--- config.mk ---
export PLATFORM = sky130hd
export DESIGN_NAME = ecu_counter_unit
export DESIGN_NICKNAME = d
export VERILOG_FILES = /design/src/hdl/ecu_pkg.sv /design/src/hdl/ecu_counter_unit.sv
export SDC_FILE = /design/constraint.sdc
export NUM_CORES = 1
export LEC_CHECK = 0
export BUFFER_PORTS_ARGS = -buffer_cell sky130_fd_sc_hd__buf_2
export CAP_MARGIN = 15
export CORE_MARGIN = 8
export CORE_UTILIZATION = 48
export DETAILED_ROUTE_END_ITERATION = 10
export GPL_TIMING_DRIVEN = 1
export PLACE_DENSITY_LB_ADDON = 0.15
export SYNTH_ARGS = -nofsm -noshare
export SYNTH_HDL_FRONTEND = slang
export SYNTH_SLANG_ARGS = --single-unit
--- constraint.sdc ---
create_clock -name clock -period 3.91 [get_ports clock]
set_input_delay 0.391 -clock clock [delete_from_list [all_inputs] [get_ports clock]]
set_output_delay 0.391 -clock clock [all_outputs]
set_load 0.01 [all_outputs]
--- src/hdl/ecu_pkg.sv ---
// constants and types shared by the eight-bit counter unit
package ecu_pkg;

  // ==========================================================
  // register map, byte addresses
  localparam int ECU_AW = 5;
  localparam logic [4:0] OFF_CTRL_A   = 5'h00;
  localparam logic [4:0] OFF_CTRL_B   = 5'h04;
  localparam logic [4:0] OFF_COUNT    = 5'h08;
  localparam logic [4:0] OFF_CMP_A    = 5'h0C;
  localparam logic [4:0] OFF_ASYNC    = 5'h10;
  localparam logic [4:0] OFF_INT_STAT = 5'h14;
  localparam logic [4:0] OFF_INT_MASK = 5'h18;

  // ==========================================================
  // field positions
  localparam int CTRL_B_WGM2_BIT = 3;
  localparam int ASYNC_SEL_BIT   = 0;
  localparam int INT_OVF_BIT     = 0;
  localparam int INT_CMPA_BIT    = 1;

  // ==========================================================
  // reference values and reset values
  localparam logic [7:0] BOTTOM_VAL = 8'h00;
  localparam logic [7:0] MAX_VAL    = 8'hFF;
  localparam logic [7:0] COUNT_RST  = 8'h00;
  localparam logic [7:0] CMP_RST    = 8'h00;
  localparam logic [1:0] CTRL_A_RST = 2'h0;
  localparam logic [3:0] CTRL_B_RST = 4'h0;
  localparam logic [2:0] CS_STOP    = 3'h0;
  localparam logic [1:0] INT_RST    = 2'h0;

  // ==========================================================
  // waveform mode codes
  localparam logic [2:0] WGM_NORMAL   = 3'h0;
  localparam logic [2:0] WGM_PC_MAX   = 3'h1;
  localparam logic [2:0] WGM_CTC      = 3'h2;
  localparam logic [2:0] WGM_FAST_MAX = 3'h3;
  localparam logic [2:0] WGM_PC_CMP   = 3'h5;
  localparam logic [2:0] WGM_FAST_CMP = 3'h7;

  // counting direction of the dual-slope modes
  typedef enum logic {ECU_UP, ECU_DOWN} ecu_dir_e;

  // highest value of the count sequence for a mode
  function automatic logic [7:0] ecu_top_of(input logic [2:0] mode,
                                            input logic [7:0] cmp);
    case (mode)
      WGM_CTC, WGM_PC_CMP, WGM_FAST_CMP: ecu_top_of = cmp;
      default:                           ecu_top_of = MAX_VAL;
    endcase
  endfunction

endpackage

--- src/hdl/ecu_counter_unit.sv ---
// eight-bit timer counter unit with avalon-mm register slave
//
// Functional notes
// - count of zero means bottom
// - count of all ones means max
// - top is all ones or compare a
// - tick from io clock by default
// - async select takes tick from oscillator pin
// - count step is exactly one, per direction
// - clear forces counter to zero
// - top indication when sequence top reached
// - bottom indication when counter is zero
// - each tick clears, increments or decrements
// - clock select zero stops the counter
// - cpu may access count any time
// - cpu write beats clear or count
// - mode bits split over control a and b
// - overflow flag per mode, raises interrupt
// - normal mode wraps, overflow at zero
// - ctc mode clears on compare a match
//
// Our own choices: the placing of the registers and the Avalon-MM interface to the registers.
`timescale 1ns/1ps

module ecu_counter_unit
  import ecu_pkg::*;
(
  input  wire logic              clock,           // 40 MHz system clock
  input  wire logic              rstn,            // async reset, low
  input  wire logic [ECU_AW-1:0] avs_address,     // byte address
  input  wire logic              avs_read,        // read request
  input  wire logic              avs_write,       // write request
  input  wire logic [31:0]       avs_writedata,   // write data
  input  wire logic [3:0]        avs_byteenable,  // byte lanes
  output logic      [31:0]       avs_readdata,    // read data
  output logic                   avs_waitrequest, // stall request
  input  wire logic              osc_in_pin,      // crystal clock in
  output logic                   irq,             // level interrupt
  output logic                   top_ind,         // count at top
  output logic                   bottom_ind       // count at zero
);

  // ==========================================================
  // registers
  logic [1:0] ctrl_a_r;      // waveform mode bits 1:0
  logic [3:0] ctrl_b_r;      // mode bit 2 and clock select
  logic [7:0] count_r;
  logic [7:0] count_nxt;
  logic [7:0] cmp_a_r;
  logic       async_sel_r;
  logic [1:0] int_stat_r;
  logic [1:0] int_stat_nxt;
  logic [1:0] int_mask_r;
  ecu_dir_e   dir_r;
  ecu_dir_e   dir_nxt;
  logic       wait_r;
  logic [31:0] rdata_r;
  logic       irq_r;
  logic       top_r;
  logic       bottom_r;
  logic       osc_s1_r;
  logic       osc_s2_r;
  logic       osc_s3_r;

  // ==========================================================
  // bus decode
  logic       wr_go;
  logic [7:0] wdata8;
  logic       cnt_wr;
  logic [2:0] mode_w;
  logic [2:0] cs_w;
  logic [7:0] top_val;
  logic       at_top;
  logic       at_bottom;
  logic       at_max;
  logic       osc_edge;
  logic       tick;
  logic       ovf_ev;
  logic       cmpa_ev;
  logic       irq_any;
  logic       dual_w;
  logic       fast_w;

  // a write lands only at the edge that ends its wait; only lane 0
  // carries data since no register is wider than eight bits
  assign wr_go  = avs_write & ~wait_r & avs_byteenable[0];
  assign wdata8 = avs_writedata[7:0];
  assign cnt_wr = wr_go & (avs_address == OFF_COUNT);

  // mode is assembled from both control registers
  assign mode_w = {ctrl_b_r[CTRL_B_WGM2_BIT], ctrl_a_r};
  assign cs_w   = ctrl_b_r[2:0];

  // reference points
  assign top_val   = ecu_top_of(mode_w, cmp_a_r);
  assign at_top    = (count_r == top_val);
  assign at_bottom = (count_r == BOTTOM_VAL);
  assign at_max    = (count_r == MAX_VAL);

  // ==========================================================
  // tick source
  // oscillator pin is foreign to this clock: two flops, then edge
  always_ff @(posedge clock or negedge rstn) begin
    if (!rstn) begin
      osc_s1_r <= 1'b0;
      osc_s2_r <= 1'b0;
      osc_s3_r <= 1'b0;
    end else begin
      osc_s1_r <= osc_in_pin;
      osc_s2_r <= osc_s1_r;
      osc_s3_r <= osc_s2_r;
    end
  end

  assign osc_edge = osc_s2_r & ~osc_s3_r;

  // prescaling lives elsewhere; any nonzero select ticks here
  always_comb begin
    if (cs_w == CS_STOP) begin
      tick = 1'b0;
    end else if (async_sel_r) begin
      tick = osc_edge;
    end else begin
      tick = 1'b1;
    end
  end

  // ==========================================================
  // counting sequence
  always_comb begin
    count_nxt = count_r;
    dir_nxt   = dir_r;
    ovf_ev    = 1'b0;
    cmpa_ev   = 1'b0;
    if (cnt_wr) begin
      count_nxt = wdata8;
    end else if (tick) begin
      cmpa_ev = (count_r == cmp_a_r);
      case (mode_w)
        WGM_PC_MAX, WGM_PC_CMP: begin
          // dual slope turns at top and at bottom
          case (dir_r)
            ECU_UP: begin
              if (at_top) begin
                dir_nxt   = ECU_DOWN;
                count_nxt = count_r - 8'h01;
              end else begin
                count_nxt = count_r + 8'h01;
              end
            end
            ECU_DOWN: begin
              if (at_bottom) begin
                dir_nxt   = ECU_UP;
                count_nxt = count_r + 8'h01;
                ovf_ev    = 1'b1;
              end else begin
                count_nxt = count_r - 8'h01;
              end
            end
            default: begin
              dir_nxt = ECU_UP;
            end
          endcase
        end
        WGM_CTC, WGM_FAST_MAX, WGM_FAST_CMP: begin
          dir_nxt = ECU_UP;
          if (at_top) begin
            count_nxt = BOTTOM_VAL;
            ovf_ev    = (mode_w != WGM_CTC) | at_max;
          end else begin
            // a missed compare still wraps past max
            count_nxt = count_r + 8'h01;
            ovf_ev    = at_max;
          end
        end
        default: begin
          // normal mode and the unused codes: plain up count
          dir_nxt   = ECU_UP;
          count_nxt = count_r + 8'h01;
          ovf_ev    = at_max;
        end
      endcase
    end
  end

  always_ff @(posedge clock or negedge rstn) begin
    if (!rstn) begin
      count_r <= COUNT_RST;
      dir_r   <= ECU_UP;
    end else begin
      count_r <= count_nxt;
      dir_r   <= dir_nxt;
    end
  end

  // indications lag the count by one edge so they leave a flop
  always_ff @(posedge clock or negedge rstn) begin
    if (!rstn) begin
      top_r    <= 1'b0;
      bottom_r <= 1'b0;
    end else begin
      top_r    <= at_top;
      bottom_r <= at_bottom;
    end
  end

  // ==========================================================
  // control registers
  always_ff @(posedge clock or negedge rstn) begin
    if (!rstn) begin
      ctrl_a_r    <= CTRL_A_RST;
      ctrl_b_r    <= CTRL_B_RST;
      cmp_a_r     <= CMP_RST;
      async_sel_r <= 1'b0;
      int_mask_r  <= INT_RST;
    end else if (wr_go) begin
      case (avs_address)
        OFF_CTRL_A:   ctrl_a_r    <= wdata8[1:0];
        OFF_CTRL_B:   ctrl_b_r    <= wdata8[3:0];
        OFF_CMP_A:    cmp_a_r     <= wdata8;
        OFF_ASYNC:    async_sel_r <= wdata8[ASYNC_SEL_BIT];
        OFF_INT_MASK: int_mask_r  <= wdata8[1:0];
        default:      ;
      endcase
    end
  end

  // ==========================================================
  // interrupt status, write one to clear; a new event wins
  always_comb begin
    int_stat_nxt = int_stat_r;
    if (wr_go && (avs_address == OFF_INT_STAT)) begin
      int_stat_nxt = int_stat_r & ~wdata8[1:0];
    end
    int_stat_nxt[INT_OVF_BIT]  = int_stat_nxt[INT_OVF_BIT] | ovf_ev;
    int_stat_nxt[INT_CMPA_BIT] = int_stat_nxt[INT_CMPA_BIT] | cmpa_ev;
  end

  always_ff @(posedge clock or negedge rstn) begin
    if (!rstn) begin
      int_stat_r <= INT_RST;
      irq_r      <= 1'b0;
    end else begin
      int_stat_r <= int_stat_nxt;
      irq_r      <= |(int_stat_r & int_mask_r);
    end
  end

  // ==========================================================
  // bus handshake: one wait cycle per access
  always_ff @(posedge clock or negedge rstn) begin
    if (!rstn) begin
      wait_r <= 1'b1;
    end else begin
      wait_r <= ~((avs_read | avs_write) & wait_r);
    end
  end

  // read data captured in the wait cycle; unmapped reads give zero
  always_ff @(posedge clock or negedge rstn) begin
    if (!rstn) begin
      rdata_r <= 32'h0000_0000;
    end else if (avs_read && wait_r) begin
      case (avs_address)
        OFF_CTRL_A:   rdata_r <= {30'h0, ctrl_a_r};
        OFF_CTRL_B:   rdata_r <= {28'h0, ctrl_b_r};
        OFF_COUNT:    rdata_r <= {24'h0, count_r};
        OFF_CMP_A:    rdata_r <= {24'h0, cmp_a_r};
        OFF_ASYNC:    rdata_r <= {31'h0, async_sel_r};
        OFF_INT_STAT: rdata_r <= {30'h0, int_stat_r};
        OFF_INT_MASK: rdata_r <= {30'h0, int_mask_r};
        default:      rdata_r <= 32'h0000_0000;
      endcase
    end
  end

  assign avs_readdata    = rdata_r;
  assign avs_waitrequest = wait_r;
  assign irq             = irq_r;
  assign top_ind         = top_r;
  assign bottom_ind      = bottom_r;

  // helper terms used by the checks only
  assign irq_any = |(int_stat_r & int_mask_r);
  assign dual_w  = (mode_w == WGM_PC_MAX) || (mode_w == WGM_PC_CMP);
  assign fast_w  = (mode_w == WGM_FAST_MAX) || (mode_w == WGM_FAST_CMP);
endmodule // ecu_counter_unit

==> impl_metrics.tcl <==
set metrics [dict create \
    cp_data_arrival_time_ns 2.91 \
    cts_hold_buf 0 \
    post-route-drc-count 0 \
    post_cts_resized 0 \
    drt-total-wl_um 7139 \
    ys_seq_area_share_pct 38.44 \
    wl_per_cell_um 17.54 \
    netlist_instances 303 \
    syn_area_um2 2803 \
    cp-start-kind "flop" \
    whs_ns 0.1897 \
    synth.avg_cell_area_um2 9.250 \
    initial_utilization_pct 48.48 \
    rsz0062_at_grt "no" \
    timing.final.crit_share_pct 68.73 \
    grt_start_max_net_pins 44 \
    synth_compound_area_share_pct 22.05 \
    end_kind "flop" \
    synth_ff_type "dfrtp_1" \
    netlist_top_cells_area "dfrtp_1 (38%), buf_4 (6.7%), mux2_2 (6.4%)" \
    fin_area_um2 3003 \
    p_leak_uw 0.001371 \
    drv_cap 0 \
    htreeDepth 2 \
    setup_viol_count_final 0 \
    yosysMostFrequentCell "dfrtp_1" \
    clock_sink_count 43 \
    die_h_um 92.41 \
    critical_path_class "flop to flop" \
    met2_usage_pct 26.76 \
    synthXorXnorAreaFrac_pct 0 \
    skew_ns 0.01366 \
    ys_top_cells_by_count "dfrtp_1 (42), nand2_1 (28), buf_4 (25)" \
    finalMaxSlewViolations 0 \
    place_congestion 0.8887 \
    regArea_um2 1077 \
    clk_path_buf_depth 2 \
    antenna_found_initial 0 \
    crit_path_max_fanout 10 \
    synth_edf_count 0 \
    crit_path_top_delay_cell "dfrtp_1" \
    yosys.area.top_type "dfrtp_1" \
    synthAdderAreaFrac_pct 1.339 \
    synthSimpleGateAreaFrac_pct 19.51 \
    groute.usage.overall_pct 17.16 \
    power_density_nw_per_um2 472.5 \
    vias_per_cell 5.806 \
    synthMuxAreaShare_pct 8.571 \
    ir_drop_v 0.0002287 \
    cts_setup_buffers 0 \
    grt_pass1_vias 2328 \
    grt-busiest-layer "met2" \
    clock_latency_ns 0.31 \
    dr.pass1.iters 4 \
    clock.fmax_mhz 372.1 \
    std_cell_rows 28 \
    die_w_um 92.41 \
    min_period_ns 2.687 \
    grt_use_met1_pct 22.83 \
    vias 2363 \
    finalNetCount 380 \
    dpl.hpwl_um 5410 \
    relSlewSlack_pct 34.78 \
    clkTransAtPathRegs_ns 0.08 \
    max_stage_delay_ns 0.58 \
    cts-root-buf "clkbuf_8" \
    synth_top_family_by_area "compound AO/OA/AOI/OAI gates" \
    multi_input_area_um2 1533 \
    drive_gt1_share_pct 21.39 \
    io_pins 82 \
    ys_async_sr_fraction_pct 100.0 \
    ys_ff_latch 43 \
    core_um2 5781 \
    ys_types 64 \
    fin_cells 407 \
    tns_ns 0 \
    dieArea_um2 8540 \
    drtIter0Drc 152 \
    crit_chain "and3_1 -> or4b_1 -> o41ai_1 -> a21oi_1 -> or2_2 -> a211o_1 -> o211ai_1" \
    overflow 0 \
    met3_usage_pct 3.155 \
    status "finished clean" \
    cp.required_ns 4.13 \
    grt_pass1_wl_um 11810 \
    hold_viol 0 \
    n_antenna_cell 0 \
    n_fill_cell 579 \
    port_buffers 30 \
    yosys_warnings 0 \
    synth_top_area_share_pct 37.50 \
    hold_path.class "input port to flop" \
    placed_area_um2 2910 \
    placed_cells 399 \
    area_growth_pct 7.143 \
    max_slew.worst_pin.slew_ns 0.9783 \
    cts_buffers 5 \
    cts_tree "done" \
    drtAntennaViolNets 0 \
]
[area by class of cell]
type / count / share of cell area, %
clock buffer: 5 / 2.292
clock inverter: 3 / 0.7917
inverter: 13 / 1.625
multi-input combinational: 237 / 51.04
sequential: 43 / 35.87
tap: 75 / 3.125
timing repair buffer: 31 / 5.250
[registers in the layout (all words and copies together) (netlist names)]
signal,cells
avs_waitrequest,1
int_stat_r,2
osc_s2_r,1
dir_r,1
osc_s1_r,1
cmp_a_r,8
ctrl_b_r,4
async_sel_r,1
osc_s3_r,1
ctrl_a_r,2
count_r,8
avs_readdata,8
top_ind,1
int_mask_r,2
irq,1
bottom_ind,1
[where the power goes]
part	switching, µW	total [µW]	internal (µW)
Clock	176	304	128
Sequential	119	628	509
Combinational	297	487	189
[layout by cell type (no fill, tap or decap), types with 3 or more instances in the layout]
master	netlist	final
dfrtp_1	42	42
buf_2	4	30
nand2_1	28	28
conb_1	1	24
nor2_1	22	22
o21ai_0	18	18
mux2_2	16	16
inv_1	13	13
a21oi_1	13	13
nor3_1	11	11
nand2b_1	7	7
nand3_1	7	7
a22o_1	6	6
mux2i_1	6	6
o22ai_1	5	5
clkbuf_8	0	5
and3_1	4	4
a211o_1	4	4
o211ai_1	4	4
a22oi_1	4	4
o21ai_1	3	3
a21o_1	3	3
ha_1	3	3
[routing by layer]
| layer | wire length (µm) | vias to the layer above |
|---|---|---|
| li1 | - | 1121 |
| met4 | 119 | 0 |
| met5 | 0 | - |
| met1 | 3221 | 1148 |
| met3 | 475 | 9 |
| met2 | 3322 | 85 |
[kinds of logic after synthesis]
family	count (synthesis)
DFF	43
muxes	22
adders and majority gates	3
and+or+nand+nor	103
AOI/OAI and AO/OA	85
buffers and inverters	46
other	1
[worst max-delay path, delay by kind of cell (launching register included)]
kind             cells  cell delay, ns
AO/OA/AOI/OAI        4            0.76
AND/OR/NAND/NOR      3            1.27
flip-flops           1            0.58
[path summary, 6_finish.rpt]
path | from | endpoint | slack [ns] | cells after the start
max | count_r[2]$_DFFE_PN0P_ | count_r[2]$_DFFE_PN0P_ | 1.22 | 7
min | osc_in_pin | osc_s1_r$_DFF_PN0_ | 0.19 | 1
max reg2reg | count_r[2]$_DFFE_PN0P_ | count_r[2]$_DFFE_PN0P_ | 1.22 | 7
min reg2reg | osc_s1_r$_DFF_PN0_ | osc_s2_r$_DFF_PN0_ | 0.35 | 0
max in group asynchronous | rstn | ctrl_b_r[0]$_DFFE_PN0P_ | 3.06 | 1
min in group asynchronous | rstn | count_r[6]$_DFFE_PN0P_ | 0.23 | 1
[stage by stage]
step,setup slack [ns],util (%),total power (µW)
final,1.223,51.95,1419
after global routing,1.034,51.95,1507
after CTS,1.244,51.95,1418
after detailed placement,1.038,50.35,1116
after global placement,1.035,50.35,1106
after floorplan,1.493,-,988.4
Power figures use the tool's default switching activity.
